**config.mk**
```make
export PLATFORM = sky130hd
export DESIGN_NAME = timer_output_top
export DESIGN_NICKNAME = d
export VERILOG_FILES = /design/src/timer_output_pkg.sv /design/src/timer_output_top.sv
export SDC_FILE = /design/constraint.sdc
export NUM_CORES = 1
export LEC_CHECK = 0
export BUFFER_PORTS_ARGS = -buffer_cell sky130_fd_sc_hd__buf_2
export CORE_ASPECT_RATIO = 0.75
export CORE_MARGIN = 3
export CORE_UTILIZATION = 40
export CTS_CLUSTER_DIAMETER = 60
export DETAILED_ROUTE_END_ITERATION = 16
export GPL_TIMING_DRIVEN = 1
export MAX_ROUTING_LAYER = met4
export PLACE_DENSITY = 0.6
export RECOVER_POWER = 25
export REMOVE_ABC_BUFFERS = 1
export SLEW_MARGIN = 20
export SYNTH_ARGS = -nofsm -noshare
export SYNTH_HDL_FRONTEND = slang
export SYNTH_SLANG_ARGS = --single-unit
```
**constraint.sdc**
```tcl
create_clock -name clk_i -period 6.1 [get_ports clk_i]
set_clock_uncertainty 0.15 [all_clocks]
set_input_delay 1.22 -clock clk_i [delete_from_list [all_inputs] [get_ports clk_i]]
set_output_delay 1.22 -clock clk_i [all_outputs]
set_load 0.05 [all_outputs]
```
**src/timer_output_pkg.sv**
```systemverilog
// Shared constants and the per-channel compare output engine
`timescale 1ns/1ns
`default_nettype none
package timer_output_pkg;
	typedef enum logic [2:0] {
		mode_normal,
		mode_pwm1,
		mode_pwm2,
		mode_phase,
		mode_complementary_pwm,
		mode_reset_synchronous_pwm
	} mode_t;
	localparam int NUM_CH    = 5;
	localparam int CNT_W     = 16;
	localparam int IO_W      = 3;
	// Pin I/O control field: enable, initial level, match level
	localparam int IO_EN     = 2;
	localparam int IO_INIT   = 1;
	localparam int IO_MATCH  = 0;
	// Output level control fields
	localparam int OLC_LEVEL = 0;
	localparam int OLC_CYCLE = 1;
	// Byte offsets
	localparam logic [7:0] ADR_START  = 8'h00;
	localparam logic [7:0] ADR_OMEN   = 8'h04;
	localparam logic [7:0] ADR_OLC    = 8'h08;
	localparam logic [7:0] ADR_PINFN  = 8'h0c;
	localparam logic [7:0] ADR_CTRL0  = 8'h10;
	localparam logic [7:0] ADR_CMP0   = 8'h14;
	localparam logic [7:0] ADR_STAT0  = 8'h40;
	localparam logic [7:0] CH_STRIDE  = 8'h08;
	localparam logic [7:0] ST_STRIDE  = 8'h04;
	// Control and status register field positions
	localparam int CTRL_MODE  = 0;
	localparam int CTRL_IOA   = 4;
	localparam int CTRL_IOB   = 8;
	localparam int STAT_OUTA  = 16;
	localparam int STAT_OUTB  = 17;
	// Reset values; first channel behind master enable
	localparam logic [4:0]  START_RST = 5'h00;
	localparam logic [3:0]  OMEN_RST  = 4'h0;
	localparam logic [1:0]  OLC_RST   = 2'h0;
	localparam logic [9:0]  PINFN_RST = 10'h000;
	localparam logic [31:0] CTRL_RST  = 32'h00000000;
	localparam logic [31:0] CMP_RST   = 32'hffffffff;
	localparam int FIRST_OMEN_CH = 3;
endpackage

module timer_channel_out
	import timer_output_pkg::*;
#(
	parameter int W = CNT_W
) (
	input  wire logic          clk_i,
	input  wire logic          rst_i,
	input  wire logic          run_i,
	input  wire mode_t         mode_i,
	input  wire logic [IO_W-1:0] io_a_i,
	input  wire logic [IO_W-1:0] io_b_i,
	input  wire logic          io_wr_i,
	input  wire logic          init_ok_i,
	input  wire logic [W-1:0]  cmp_a_i,
	input  wire logic [W-1:0]  cmp_b_i,
	input  wire logic [1:0]    olc_i,
	input  wire logic          qa_rise_i,
	input  wire logic          qb_i,
	output logic [W-1:0]       cnt_o,
	output logic               out_a_o,
	output logic               out_b_o
);
	// Elaboration check: a one-bit counter cannot reach a compare
	if (W < 2) begin : g_w_chk
		$error("counter width too small");
	end
	logic [W-1:0] cnt_ff, nxt_cnt;
	logic         a_ff, nxt_a, b_ff, nxt_b;
	mode_t        last_ff, nxt_last;
	logic         ma, mb, lvl;

	always_comb begin
		nxt_cnt  = cnt_ff;
		nxt_a    = a_ff;
		nxt_b    = b_ff;
		nxt_last = mode_i;
		lvl      = olc_i[OLC_LEVEL];
		ma       = run_i && (cnt_ff == cmp_a_i);
		mb       = run_i && (cnt_ff == cmp_b_i);
		if (mode_i != last_ff) begin
			nxt_cnt = '0;
			if (mode_i == mode_complementary_pwm ||
			    mode_i == mode_reset_synchronous_pwm) begin
				nxt_a = lvl;
				nxt_b = ~lvl;
			end else if (last_ff == mode_complementary_pwm) begin
				nxt_a = 1'b0;
				nxt_b = 1'b0;
			end else if (last_ff == mode_reset_synchronous_pwm) begin
				nxt_a = 1'b0;
				nxt_b = 1'b1;
			end
		end else if (io_wr_i) begin
			if (init_ok_i && io_a_i[IO_EN] && mode_i != mode_pwm2)
				nxt_a = io_a_i[IO_INIT];
			if (init_ok_i && io_b_i[IO_EN] && mode_i != mode_pwm1)
				nxt_b = io_b_i[IO_INIT];
		end else if (run_i) begin
			case (mode_i)
				mode_phase: begin
					if (qa_rise_i)
						nxt_cnt = qb_i ? cnt_ff - 1'b1 : cnt_ff + 1'b1;
					if (ma && io_a_i[IO_EN]) nxt_a = io_a_i[IO_MATCH];
					if (mb && io_b_i[IO_EN]) nxt_b = io_b_i[IO_MATCH];
				end
				mode_pwm1: begin
					nxt_cnt = mb ? '0 : cnt_ff + 1'b1;
					// Both compares steer the A pin; B pin is left alone
					if (ma && io_a_i[IO_EN]) nxt_a = io_a_i[IO_MATCH];
					if (mb && io_b_i[IO_EN]) nxt_a = io_b_i[IO_MATCH];
				end
				mode_pwm2: begin
					// Compare A is the cycle register
					nxt_cnt = ma ? '0 : cnt_ff + 1'b1;
					if (ma && io_b_i[IO_EN]) nxt_b = io_b_i[IO_INIT];
					else if (mb && io_b_i[IO_EN]) nxt_b = io_b_i[IO_MATCH];
				end
				mode_complementary_pwm, mode_reset_synchronous_pwm: begin
					nxt_cnt = ma ? '0 : cnt_ff + 1'b1;
					if (ma) begin
						nxt_a = lvl;
						nxt_b = ~lvl;
					end else if (mb && olc_i[OLC_CYCLE]) begin
						nxt_a = ~lvl;
						nxt_b = lvl;
					end
				end
				default: begin
					nxt_cnt = cnt_ff + 1'b1;
					if (ma && io_a_i[IO_EN]) nxt_a = io_a_i[IO_MATCH];
					if (mb && io_b_i[IO_EN]) nxt_b = io_b_i[IO_MATCH];
				end
			endcase
		end
	end

	always_ff @(posedge clk_i) begin
		if (rst_i) begin
			cnt_ff  <= '0;
			a_ff    <= 1'b0;
			b_ff    <= 1'b0;
			last_ff <= mode_normal;
		end else begin
			cnt_ff  <= nxt_cnt;
			a_ff    <= nxt_a;
			b_ff    <= nxt_b;
			last_ff <= nxt_last;
		end
	end

	assign cnt_o   = cnt_ff;
	assign out_a_o = a_ff;
	assign out_b_o = b_ff;
endmodule
`default_nettype wire

```
**src/timer_output_top.sv**
```systemverilog
// Wishbone-controlled multi-channel timer compare outputs
`timescale 1ns/1ns
`default_nettype none
// Function
// After reset all compare outputs are low and no pin is driven.
// A pin I/O control write sets the initial level; a match sets match level.
// In PWM mode 1 a pin I/O control write leaves the B pin untouched.
// In PWM mode 2 the cycle register pin (A) is not initialised.
// PWM mode 2 is accepted only on channels 0 to 2.
// Phase counting mode is accepted only on channels 1 and 2.
// Software cuts pins to port output before stopping the counter.
// Software clears the start bit after cutover and before a mode change.
// Software sets the new mode first, then initialises pin levels.
// Restart in the same mode skips the mode step.
// Software restores pin function, then restarts counting.
// Complementary restart: normal mode, init, disable, outputs 3/4 off.
// Then level control, complementary mode, outputs 3/4 on, pins, start.
// Reset-synchronous restart follows the same order with its own mode.
// Channel 0-2 recoveries use the same order without master enable.
// Channels 3 and 4 need master enable before pin initialisation.
// A stopped counter holds each output until mode change or I/O write.
module timer_output_top
	import timer_output_pkg::*;
#(
	parameter int CH = NUM_CH
) (
	input  wire logic        clk_i,
	input  wire logic        rst_i,
	input  wire logic [7:0]  adr_i,
	input  wire logic [31:0] dat_i,
	input  wire logic [3:0]  sel_i,
	input  wire logic        we_i,
	input  wire logic        cyc_i,
	input  wire logic        stb_i,
	input  wire logic        phase_a_i,
	input  wire logic        phase_b_i,
	output logic [31:0]      dat_o,
	output logic             ack_o,
	output logic [2*CH-1:0]  pin_o,
	output logic [2*CH-1:0]  pin_oe_o
);
	if (CH != NUM_CH) begin : g_ch_chk
		$error("channel count fixed by register map");
	end

	// ***************************************************************
	// Register state
	// ***************************************************************
	logic [4:0]       start_ff, nxt_start;
	logic [3:0]       omen_ff, nxt_omen;
	logic [1:0]       olc_ff, nxt_olc;
	logic [9:0]       pinfn_ff, nxt_pinfn;
	logic [31:0]      ctrl_ff [CH], nxt_ctrl [CH];
	logic [31:0]      cmp_ff [CH], nxt_cmp [CH];
	logic [CH-1:0]    iowr_ff, nxt_iowr;
	logic             ack_ff, nxt_ack;
	logic [31:0]      rd_ff, nxt_rd;
	logic [2*CH-1:0]  pin_ff, nxt_pin, oe_ff, nxt_oe;
	logic [2:0]       qa_ff, qb_ff;
	logic [CNT_W-1:0] cnt_w [CH];
	logic [CH-1:0]    outa_w, outb_w;
	logic             req;
	logic [31:0]      mask;

	function automatic logic [31:0] merge(input logic [31:0] old,
		input logic [31:0] wd, input logic [31:0] m);
		merge = (old & ~m) | (wd & m);
	endfunction

	function automatic logic mode_ok(input int ch, input logic [2:0] m);
		mode_ok = 1'b1;
		if (m > 3'(mode_reset_synchronous_pwm))
			mode_ok = 1'b0;
		else if (m == 3'(mode_pwm2) && ch > 2)
			mode_ok = 1'b0;
		else if (m == 3'(mode_phase) && (ch < 1 || ch > 2))
			mode_ok = 1'b0;
	endfunction

	function automatic logic omen_ch(input int ch, input logic [3:0] en,
		input logic b);
		if (ch < FIRST_OMEN_CH)
			omen_ch = 1'b1;
		else
			omen_ch = en[2*(ch-FIRST_OMEN_CH) + int'(b)];
	endfunction

	assign req = cyc_i && stb_i && !ack_ff;
	assign mask = {{8{sel_i[3]}}, {8{sel_i[2]}}, {8{sel_i[1]}},
		{8{sel_i[0]}}};

	// ***************************************************************
	// Bus slave: one wait state, unmapped reads zero
	// ***************************************************************
	always_comb begin
		nxt_start = start_ff;
		nxt_omen  = omen_ff;
		nxt_olc   = olc_ff;
		nxt_pinfn = pinfn_ff;
		nxt_ctrl  = ctrl_ff;
		nxt_cmp   = cmp_ff;
		nxt_iowr  = '0;
		nxt_ack   = req;
		nxt_rd    = '0;
		if (req && we_i) begin
			if (adr_i == ADR_START) begin
				nxt_start = 5'(merge(32'(start_ff), dat_i, mask));
			end else if (adr_i == ADR_OMEN) begin
				nxt_omen = 4'(merge(32'(omen_ff), dat_i, mask));
			end else if (adr_i == ADR_OLC) begin
				nxt_olc = 2'(merge(32'(olc_ff), dat_i, mask));
			end else if (adr_i == ADR_PINFN) begin
				nxt_pinfn = 10'(merge(32'(pinfn_ff), dat_i, mask));
			end else begin
				for (int c = 0; c < CH; c++) begin
					if (adr_i == ADR_CTRL0 + 8'(c) * CH_STRIDE) begin
						nxt_ctrl[c] = merge(ctrl_ff[c], dat_i, mask);
						if (!mode_ok(c, nxt_ctrl[c][CTRL_MODE +: 3]))
							nxt_ctrl[c][CTRL_MODE +: 3] =
								ctrl_ff[c][CTRL_MODE +: 3];
						nxt_iowr[c] = sel_i[0] || sel_i[1];
					end else if (adr_i == ADR_CMP0 + 8'(c) * CH_STRIDE) begin
						nxt_cmp[c] = merge(cmp_ff[c], dat_i, mask);
					end
				end
			end
		end else if (req) begin
			if (adr_i == ADR_START) begin
				nxt_rd = 32'(start_ff);
			end else if (adr_i == ADR_OMEN) begin
				nxt_rd = 32'(omen_ff);
			end else if (adr_i == ADR_OLC) begin
				nxt_rd = 32'(olc_ff);
			end else if (adr_i == ADR_PINFN) begin
				nxt_rd = 32'(pinfn_ff);
			end else begin
				for (int c = 0; c < CH; c++) begin
					if (adr_i == ADR_CTRL0 + 8'(c) * CH_STRIDE)
						nxt_rd = ctrl_ff[c] & 32'h00000777;
					else if (adr_i == ADR_CMP0 + 8'(c) * CH_STRIDE)
						nxt_rd = cmp_ff[c];
					else if (adr_i == ADR_STAT0 + 8'(c) * ST_STRIDE) begin
						nxt_rd = 32'(cnt_w[c]);
						nxt_rd[STAT_OUTA] = outa_w[c];
						nxt_rd[STAT_OUTB] = outb_w[c];
					end
				end
			end
		end
	end

	// ***************************************************************
	// Pin drive: timer level always on pin_o, driven only when pin function selects it
	// ***************************************************************
	always_comb begin
		for (int c = 0; c < CH; c++) begin
			nxt_pin[2*c]   = outa_w[c];
			nxt_pin[2*c+1] = outb_w[c];
			// Master enable gates channels 3 and 4 only
			nxt_oe[2*c]    = pinfn_ff[2*c] && omen_ch(c, omen_ff, 1'b0);
			nxt_oe[2*c+1]  = pinfn_ff[2*c+1] && omen_ch(c, omen_ff, 1'b1);
		end
	end

	always_ff @(posedge clk_i) begin
		if (rst_i) begin
			start_ff <= START_RST;
			omen_ff  <= OMEN_RST;
			olc_ff   <= OLC_RST;
			pinfn_ff <= PINFN_RST;
			for (int c = 0; c < CH; c++) begin
				ctrl_ff[c] <= CTRL_RST;
				cmp_ff[c]  <= CMP_RST;
			end
			iowr_ff  <= '0;
			ack_ff   <= 1'b0;
			rd_ff    <= '0;
			pin_ff   <= '0;
			oe_ff    <= '0;
			qa_ff    <= '0;
			qb_ff    <= '0;
		end else begin
			start_ff <= nxt_start;
			omen_ff  <= nxt_omen;
			olc_ff   <= nxt_olc;
			pinfn_ff <= nxt_pinfn;
			ctrl_ff  <= nxt_ctrl;
			cmp_ff   <= nxt_cmp;
			iowr_ff  <= nxt_iowr;
			ack_ff   <= nxt_ack;
			rd_ff    <= nxt_rd;
			pin_ff   <= nxt_pin;
			oe_ff    <= nxt_oe;
			// Two-stage synchronisers, third stage for edge detect
			qa_ff    <= {qa_ff[1:0], phase_a_i};
			qb_ff    <= {qb_ff[1:0], phase_b_i};
		end
	end

	// ***************************************************************
	// Channels
	// ***************************************************************
	for (genvar g = 0; g < CH; g++) begin : gen_ch
		mode_t mode_w;
		assign mode_w = mode_t'(ctrl_ff[g][CTRL_MODE +: 3]);
		timer_channel_out #(
			.W(CNT_W)
		) u_ch (
			.clk_i     (clk_i),
			.rst_i     (rst_i),
			.run_i     (start_ff[g]),
			.mode_i    (mode_w),
			.io_a_i    (ctrl_ff[g][CTRL_IOA +: IO_W]),
			.io_b_i    (ctrl_ff[g][CTRL_IOB +: IO_W]),
			.io_wr_i   (iowr_ff[g]),
			// Init of both pins ignored while a gated channel's A output enable is off
			.init_ok_i (omen_ch(g, omen_ff, 1'b0)),
			.cmp_a_i   (cmp_ff[g][CNT_W-1:0]),
			.cmp_b_i   (cmp_ff[g][2*CNT_W-1:CNT_W]),
			.olc_i     (olc_ff),
			.qa_rise_i (qa_ff[1] && !qa_ff[2]),
			.qb_i      (qb_ff[1]),
			.cnt_o     (cnt_w[g]),
			.out_a_o   (outa_w[g]),
			.out_b_o   (outb_w[g])
		);
	end

	assign dat_o    = rd_ff;
	assign ack_o    = ack_ff;
	assign pin_o    = pin_ff;
	assign pin_oe_o = oe_ff;
endmodule
`default_nettype wire
```
# Word level (Yosys, flattened, before mapping)
# Cells that the tools add are included.
# W data, S select, Z words.
[totals]
regBits = 509
inputBits = 51
output_inout_bits = 53
elab_cells = 561
[classes]
n_addsub = 10
order_cmp = 5
eq_ne = 118
muxes = 204
n_bitwise = 47
reduce_logical = 124
[op_table]
columns = ["cell", "count"]
rows = [
  ["$mux W32", 13],
  ["$and A32 B32 Y32", 11],
  ["$mux W16", 20],
  ["$or A32 B32 Y32", 10],
  ["$pmux W16 S3", 5],
  ["$eq A16 B16 Y1", 10],
  ["$mux W1", 150],
  ["$add A16 B1 Y16 const B", 5],
  ["$sub A16 B1 Y16 const B", 5],
  ["$reduce_and A7 Y1", 10],
  ["$eq A3 B3 Y1 const B", 20],
  ["$reduce_and A5 Y1", 11],
  ["$logic_and A1 B1 Y1", 52],
  ["$eq A8 B6 Y1 const B", 6],
  ["$eq A3 B2 Y1 const B", 15],
  ["$ne A3 B1 Y1 const B", 15],
  ["$ne A3 B2 Y1 const B", 15],
  ["$reduce_or A7 Y1", 6],
  ["$eq A8 B7 Y1 const B", 5],
  ["$eq A8 B5 Y1 const B", 4],
  ["$not A32 Y32", 1],
  ["$pmux W1 S3", 10],
  ["$reduce_and A6 Y1", 5],
  ["$ne A5 B2 Y1 const B", 5],
  ["32 further kinds", 99],
]

# Logic depth before layout (Yosys ltp)
# Gate-level depths: netlist of the first run.
[logic_depth]
ltp_word = 20
mapped_depth = 11
ltp_nobuf = 10

# By module
# Synthesis of the first run repeated with hierarchy kept, for this count alone.
[hier_totals]
hier_cells = 3232
area_unflattened_um2 = 24811.3
[by_module_without_submodules]
columns = ["module", "n_inst", "cells_each", "area_each_um2", "seq_area_each_um2"]
rows = [
  ["timer_output_top", 1, 1586, 13108.8, 5785.5],
  ["timer_channel_out at gen_ch[0].u_ch ...", 3, 334, 2356.0, 420.4],
  ["timer_channel_out at gen_ch[3].u_ch ...", 2, 322, 2317.2, 420.4],
]

# Worst setup path after synthesis of the first run
# Ideal clock, no wire load.
[synth_timing]
path_type = "input to register"
startpoint = "input adr_i[7]"
endpoint = "register rd_ff[8] (netlist: dat_o[8])"
setup_ps = 58
arrival_ps = 3222
t_required_ps = 5892
path_slack_ps = 2670
path_stages = 10
path_buffers = 2
cell_sequence = "buf_2 > or4b_2 > clkbuf_1 > nor2_2 > a21oi_1 > o311ai_0 > a21oi_1 > a2bb2oi_1 > a21oi_1 > o21a_1"
[synth_via]
elab_chain_cells = 17
word_cells_on_any_way = 36
classes_between = "eq/ne (18); mux (16); reduce/logical (2)"
[synth_lines]
columns = ["element", "line_no", "text"]
rows = [
  ["from (decl)", "timer_output_top.sv:29", "input wire logic [7:0] adr_i,"],
  ["$eq A8 B7 Y1", "timer_output_top.sv:142", "else if (adr_i == ADR_STAT0 + 8'(c) * ST_STRIDE) begin"],
  ["$mux W18", "timer_output_top.sv:142", ""],
  ["$mux W32", "timer_output_top.sv:140", "else if (adr_i == ADR_CMP0 + 8'(c) * CH_STRIDE)"],
  ["$mux W32", "timer_output_top.sv:138", "if (adr_i == ADR_CTRL0 + 8'(c) * CH_STRIDE)"],
  ["$mux W32", "timer_output_top.sv:142", ""],
  ["$mux W32", "timer_output_top.sv:140", ""],
  ["$mux W32", "timer_output_top.sv:138", ""],
  ["$mux W32", "timer_output_top.sv:142", ""],
  ["$mux W32", "timer_output_top.sv:140", ""],
  ["$mux W32", "timer_output_top.sv:138", ""],
  ["$mux W32", "timer_output_top.sv:142", ""],
  ["$mux W32", "timer_output_top.sv:140", ""],
  ["$mux W32", "timer_output_top.sv:138", ""],
  ["$mux W32", "timer_output_top.sv:142", ""],
  ["$mux W32", "timer_output_top.sv:140", ""],
  ["$mux W11", "timer_output_top.sv:138", ""],
  ["$mux W10", "timer_output_top.sv:134", "end else if (adr_i == ADR_PINFN) begin"],
  ["to (signal assigned)", "timer_output_top.sv:191", "rd_ff <= nxt_rd;"],
  ["to (decl)", "timer_output_top.sv:57", "logic [31:0] rd_ff, nxt_rd;"],
]
# Parallel ways exist; a longest one is shown, timed or not.
# A chain may end at the register's enable or synchronous reset.

==> impl_results.md, run 1 <==
- Clock Root Buffer: clkbuf_16
- CTS tree: done
- Vias in the first global route: 21900
- Hold Crit Class: register to register
- CTS Buffer Depth: 3
- P_leak: 8.92 nW
- Beginning of the worst register-to-register path: ack_o
- Critical Path AT: ~5100 ps
- Maxcap violations: 1
- Worst slack, placed: ~1200 ps
- DR DRC count: 0
- Setup CP Type: input pin to register
- Hold_buf cts: 0
- Flop pwr share: 44.2%
- Switching share of power: between 20% and 30%
- Post-synthesis sequential area ratio: roughly a third
- Sequential cell area: 7890 µm²
- Synth area leader: dfxtp_1
- # resized after CTS: 0
- Tmin final: 4780 ps
- Total Routing Usage GR: 33.1%
- Total gr overflow: 0
- DRT iter0 DRCs: 3957
- Final worst setup slack: between 1000 and 1500 ps
- # IOs: 104
- Logic gate share of total power: 3.8%
- Largest net degree at the start of global routing: 52
- Routability cong.: 1.05
- P_int: between 4 and 5 mW
- DIE WIDTH: 283 µm
- Yosys warning total: 0
- Top fanout value on the critical path: 46
- DPL Wire Length: approximately 72000 µm
- Final wirelength: 99800 µm
- Pwr/cell area: 229 nW/µm²
- First-pass GRT wire length: about 150000 µm
- Status: finished with violations
- Setup crit start: rst_i
- Asr flop ratio synth: 0%
- Nets@finish: approximately 3000
- Initial cell density of the core: 40.8%
- Ys flop type: dfxtp_1
- Worst-Margin Slew: around 2600 ps
- CP required: 6400 ps
- Setup violators final: 0
- Final worst-path cycle share: between 70 and 80%
- Unique masters post-synth: between 90 and 100
- Sink Count: around 390
- VDD IR max: 0.192 mV
- P&R area growth vs syn: 10.8%
- Hold path startpoint: qa_ff[0]
- Share of cells above drive strength 1: under 10%
- Rel. slew slack: -72.8%
- Area fraction of the dominant cell type after synthesis: about a third
- Final core occ: 45.2%
- Antenna viol nets, final: 0
- Area of the multi-input gates: ~14000 µm²
- DR WL/cell: 26.5 µm
- Clock power frac: between 50 and 60%
- Final Max Slew Viols: 47
- Max Clock Freq: 209 MHz
- Core Region: 56400 µm²
- Post-CTS setup buffers: 0
- Later-pin clock latency in the skew report: roughly 610 ps
- Vias per inst: between 6 and 7
- Die area: just over 60000 µm²
- Post-synthesis cell count: approximately 3000
- Port Buffers: 103
- Flops & latches, synth: 394
- Design area: 25500 µm²
- Cell Rows: 75
- Initial antenna violation count: 1
- Crit end category: register
- H-tree levels: 2
- Fill cell count: 5668
- Most frequent cell after synthesis: dfxtp_1
- CTS clk-pin slew, worst paths: around 60 ps
- Failing checks: capacitance limit, slew limit
- Synth cell count leaders: 394 x dfxtp_1, 393 x nand2_1, 265 x nand3_1
- Routed vias: roughly 24000
- Placed Area: about 24000 µm²
- RSZ-0062 raised after global routing: false
- Final hold violation count: 0
- Mapped cell area: about 23000 µm²
- Psw: 1.43 mW
- Synth area leaders: dfxtp_1 34%, nand2_1 6.4%, nand3_1 5.8%
- Drt pass-1 iters: 8
- CTS buffer count: 46
- Syn avg cell area: ~7.7 µm²
- CP Launch Type: input pin
- Die H: between 200 and 250 µm
- Final TNS setup: 0 ps
- Number of synthesized flops with an enable pin: 0
## cell type report
type / count / share of cell area, %
diodes: 1 / 0.00982
clock buffers: 53 / 4.78
clock inverters: 29 / 1.61
inverters: 43 / 0.643
multi-input cells: 2312 / 54.9
flip-flops and latches: 394 / 31.0
well taps: 770 / 3.78
repair buffers: 158 / 3.36
## layer usage
| metal | routed length (µm) | part of all wire (%) | vias up | GRT usage [%] |
|---|---|---|---|---|
| met5 | 0 | 0 | - | - |
| met4 | 2660 | 2.7 | 0 | 8.53 |
| met3 | 13900 | 14 | 177 | 9.87 |
| met2 | 39200 | 39 | 1652 | 43.9 |
| met1 | 44000 | 44 | 11700 | 48.1 |
| li1 | - | - | 10800 | - |
## metrics by stage
step,hold slack [ps],std cells,power (mW)
6_report,286,3760,5.84
5_1_grt,308,3760,5.96
4_1_cts,293,3759,5.85
3_5_place_dp,279,3677,2.84
3_3_place_gp,266,3677,2.84
2_1_floorplan,264,2749,2.69
## cells by family (layout without fill, tap and decap cells)
family	count (synthesis)	after routing	synth area share, %
multiplexers	98	98	4.49
flip-flops	394	394	34.3
other	0	1	0
AND/OR/NAND/NOR	1293	1293	27.6
buffers and inverters	297	283	5.21
AO/OA/AOI/OAI	721	721	20.6
XOR/XNOR	190	190	7.24
adder cells (fa/ha/maj)	10	10	0.544
## layout by cell type (no fill, tap or decap), types with 11 or more instances in the layout
cell       count
clkbuf_1      58
o22ai_1       25
nand2b_1      18
and2_1        18
a22oi_1       32
and3_1        36
inv_1         38
a211o_1       26
a21oi_1      186
nand3_1      265
xor2_1        54
xnor2_1      136
or3_1         21
nor3_1        66
nor2_1       229
o21a_1        11
buf_4         54
nand4_1       51
nand2_1      393
mux2i_1       77
o221ai_1      15
clkbuf_16     46
nor2b_1       71
a211oi_1      29
mux2_2        18
a31oi_1       48
dfxtp_1      394
o211ai_1      28
buf_2         49
nor4_1        43
a222oi_1      32
a221oi_1      26
or4_1         12
o21ai_0      163
a311oi_1      11
## critical path: stages
cell      delay [ps]
clkbuf_1        1800
inv_4            620
buf_4            520
nand2_1          580
a21oi_1           80
o311ai_0         140
nand2_1           80
## power groups by stage
stage                     Sequential [mW]  Combinational (mW)  Clock [mW]
after CTS                            2.58               0.210        3.06
after global placement               2.64               0.208           0
after detailed placement             2.64               0.209           0
after global routing                 2.58               0.223        3.16
after floorplan                      2.64              0.0588           0
final                                2.58               0.220        3.04
## worst paths after layout
check	endpoint	slack, ps	cells after the start
hold reg to reg	qa_ff[1]	290	1
hold / removal	qa_ff[1]	290	1
setup / recovery	gen_ch[0].u_ch.out_b_o	1320	7
setup reg to reg	register	2420	7
Note: power is estimated with default switching activity, not from simulation.
==> run 2: changes to the inputs <==
--- a/config.mk
+++ b/config.mk
@@ -13,7 +13,7 @@
 export DETAILED_ROUTE_END_ITERATION = 16
 export GPL_TIMING_DRIVEN = 1
 export MAX_ROUTING_LAYER = met4
-export PLACE_DENSITY = 0.6
+export PLACE_DENSITY = 0.62
 export RECOVER_POWER = 25
 export REMOVE_ABC_BUFFERS = 1
 export SLEW_MARGIN = 20
==> constraint.sdc (replaced) <==
create_clock -name clk_i -period 3.94 [get_ports clk_i]
set_clock_uncertainty 0.15 [all_clocks]
set_input_delay 0.788 -clock clk_i [delete_from_list [all_inputs] [get_ports clk_i]]
set_output_delay 0.788 -clock clk_i [all_outputs]
set_load 0.05 [all_outputs]
==> run 2 against run 1 <==
  * The flow still finishes with violations (capacitance limit, slew limit)
  * Setup slack worse by 900 ps
  * Utilization up 0.95 points
  * Routed wire length up 4.7%
  * First-iteration DRC count up 8.9%
  * Clock-buffer cell count up 10
  * Largest power group unchanged
==> impl_results.md, run 2 (same netlist as run 1, synthesis figures left out) <==
- Top fanout value on the critical path: 33
- Failing checks: capacitance limit, slew limit
- Tmin final: about 3500 ps
- DPL Wire Length: between 70000 and 80000 µm
- DR DRC count: 0
- Final core occ: around 46%
- H-tree levels: 2
- Hold_buf cts: 0
- P&R area growth vs syn: 13.1%
- Most common cell after layout, fill and taps aside: dfxtp_1
- Cell Rows: 75
- Final TNS setup: 0 ps
- Cell count after placement: roughly 3800
- Die H: between 200 and 250 µm
- First-pass GRT wire length: between 150000 and 200000 µm
- # resized after CTS: 0
- Worst-Margin Slew: roughly 2200 ps
- Final Max Slew Viols: 34
- Initial cell density of the core: between 40 and 50%
- Core Region: between 50000 and 60000 µm²
- Largest net degree at the start of global routing: 54
- Worst slack, placed: just under 300 ps
- Routed vias: roughly 25000
- Vias per inst: 6.46
- Later-pin clock latency in the skew report: 600 ps
- Vias in the first global route: between 20000 and 25000
- CP Launch Type: input pin
- Routability cong.: 1.05
- Setup violators final: 0
- CTS buffer count: 45
- Critical Path AT: between 3000 and 4000 ps
- P_leak: 9.30 nW
- Initial antenna violation count: 4
- Tot Pwr: about 9 mW
- Crit end category: register
- Share of cells above drive strength 1: a little over a tenth
- CTS clk-pin slew, worst paths: ~70 ps
- Critical-path top delay cell: clkbuf_1
- CTS Buffer Depth: 3
- Rel. slew slack: -46.5%
- Hold Crit Class: input pin to register
- Antenna viol nets, final: 0
- Commonest cells after routing, fill and taps aside: 394 x dfxtp_1, 393 x nand2_1, 265 x nand3_1
- # IOs: roughly 100
- Clock Root Buffer: clkbuf_16
- CTS tree: done
- CP Cell Sequence: clkbuf_1, inv_4, nand2_1, buf_4, or3_1, a21oi_1, a31o_2
- Maxcap violations: 1
- Max Clock Freq: between 200 and 300 MHz
- Die area: roughly 60000 µm²
- DIE WIDTH: 283 µm
- Final Non-Filler Cells: a little under 4000
- Total gr overflow: 0
- Post-CTS setup buffers: 0
- RSZ-0062 raised after global routing: false
- Final hold violation count: 0
- Final worst-path cycle share: 89.4%
- Setup CP Type: input pin to register
- Port Buffers: about 100
- Pwr/cell area: 341 nW/µm²
- Sink Count: roughly 400
- Final worst setup slack: around 420 ps
- Drt pass-1 iters: 12
- Max stage delay on crit path: between 1500 and 2000 ps
- DRT iter0 DRCs: 4311
- CP required: 4280 ps
- Total Routing Usage GR: roughly a third
- Nets@finish: between 3000 and 4000
- DR WL/cell: about 27 µm
- Final wirelength: 105000 µm
- Crit-path leading delay family: buffers and inverters
- Status: finished with violations
- VDD IR max: approximately 0.30 mV
- CP Buf/Inv Count: 3
[run 2: worst paths after layout]
kind	slack (ps)	cells past startpoint	startpoint	end
hold reg to reg	290	1	qb_ff[0]	qb_ff[1]
setup reg to reg	540	8	gen_ch[3].u_ch.cnt_o[2]	gen_ch[3].u_ch.cnt_o[4]
hold / removal	270	2	phase_a_i	qa_ff[0]
setup / recovery	420	7	rst_i	gen_ch[3].u_ch.cnt_o[4]
[run 2: stage by stage]
step	area [µm²]	hold slack, ps
3_5_place_dp	24600	273
3_3_place_gp	24600	268
4_1_cts	26100	245
6_report	26000	272
2_1_floorplan	22000	264
5_1_grt	26000	298
[run 2: per-layer routing]
metal,global-route usage [%],wire [µm],up-vias
met1,51.2,46600,12000
met2,47.3,41200,1646
li1,-,-,11000
met3,8.02,13400,206
met4,10.5,3370,0
met5,-,0,-
[run 2: final cells by class]
type                       instances  area, µm²
antenna                            1       2.50
clock buffer                      63       1340
inverter                          43        164
clock inverter                    18        226
sequential                       394       7890
tap                              770        963
fill                            5675      30400
multi-input combinational       2312      13900
timing repair buffer             241       1490
[run 2: where the power goes]
| part | total, mW | switching [mW] | internal, mW |
|---|---|---|---|
| clock network | 4.54 | 1.90 | 2.64 |
| registers | 3.99 | 0.00224 | 3.99 |
| logic | 0.355 | 0.283 | 0.0720 |
| total | 8.88 | 2.19 | 6.70 |
[run 2: worst reg2reg max path, delay by kind of cell, from the launching register on]
family                    cells  cell delay [ps]
xor gates and xnor gates      1              160
AOI/OAI and AO/OA             4              850
DFF                           1              750
and+or+nand+nor               3             1390
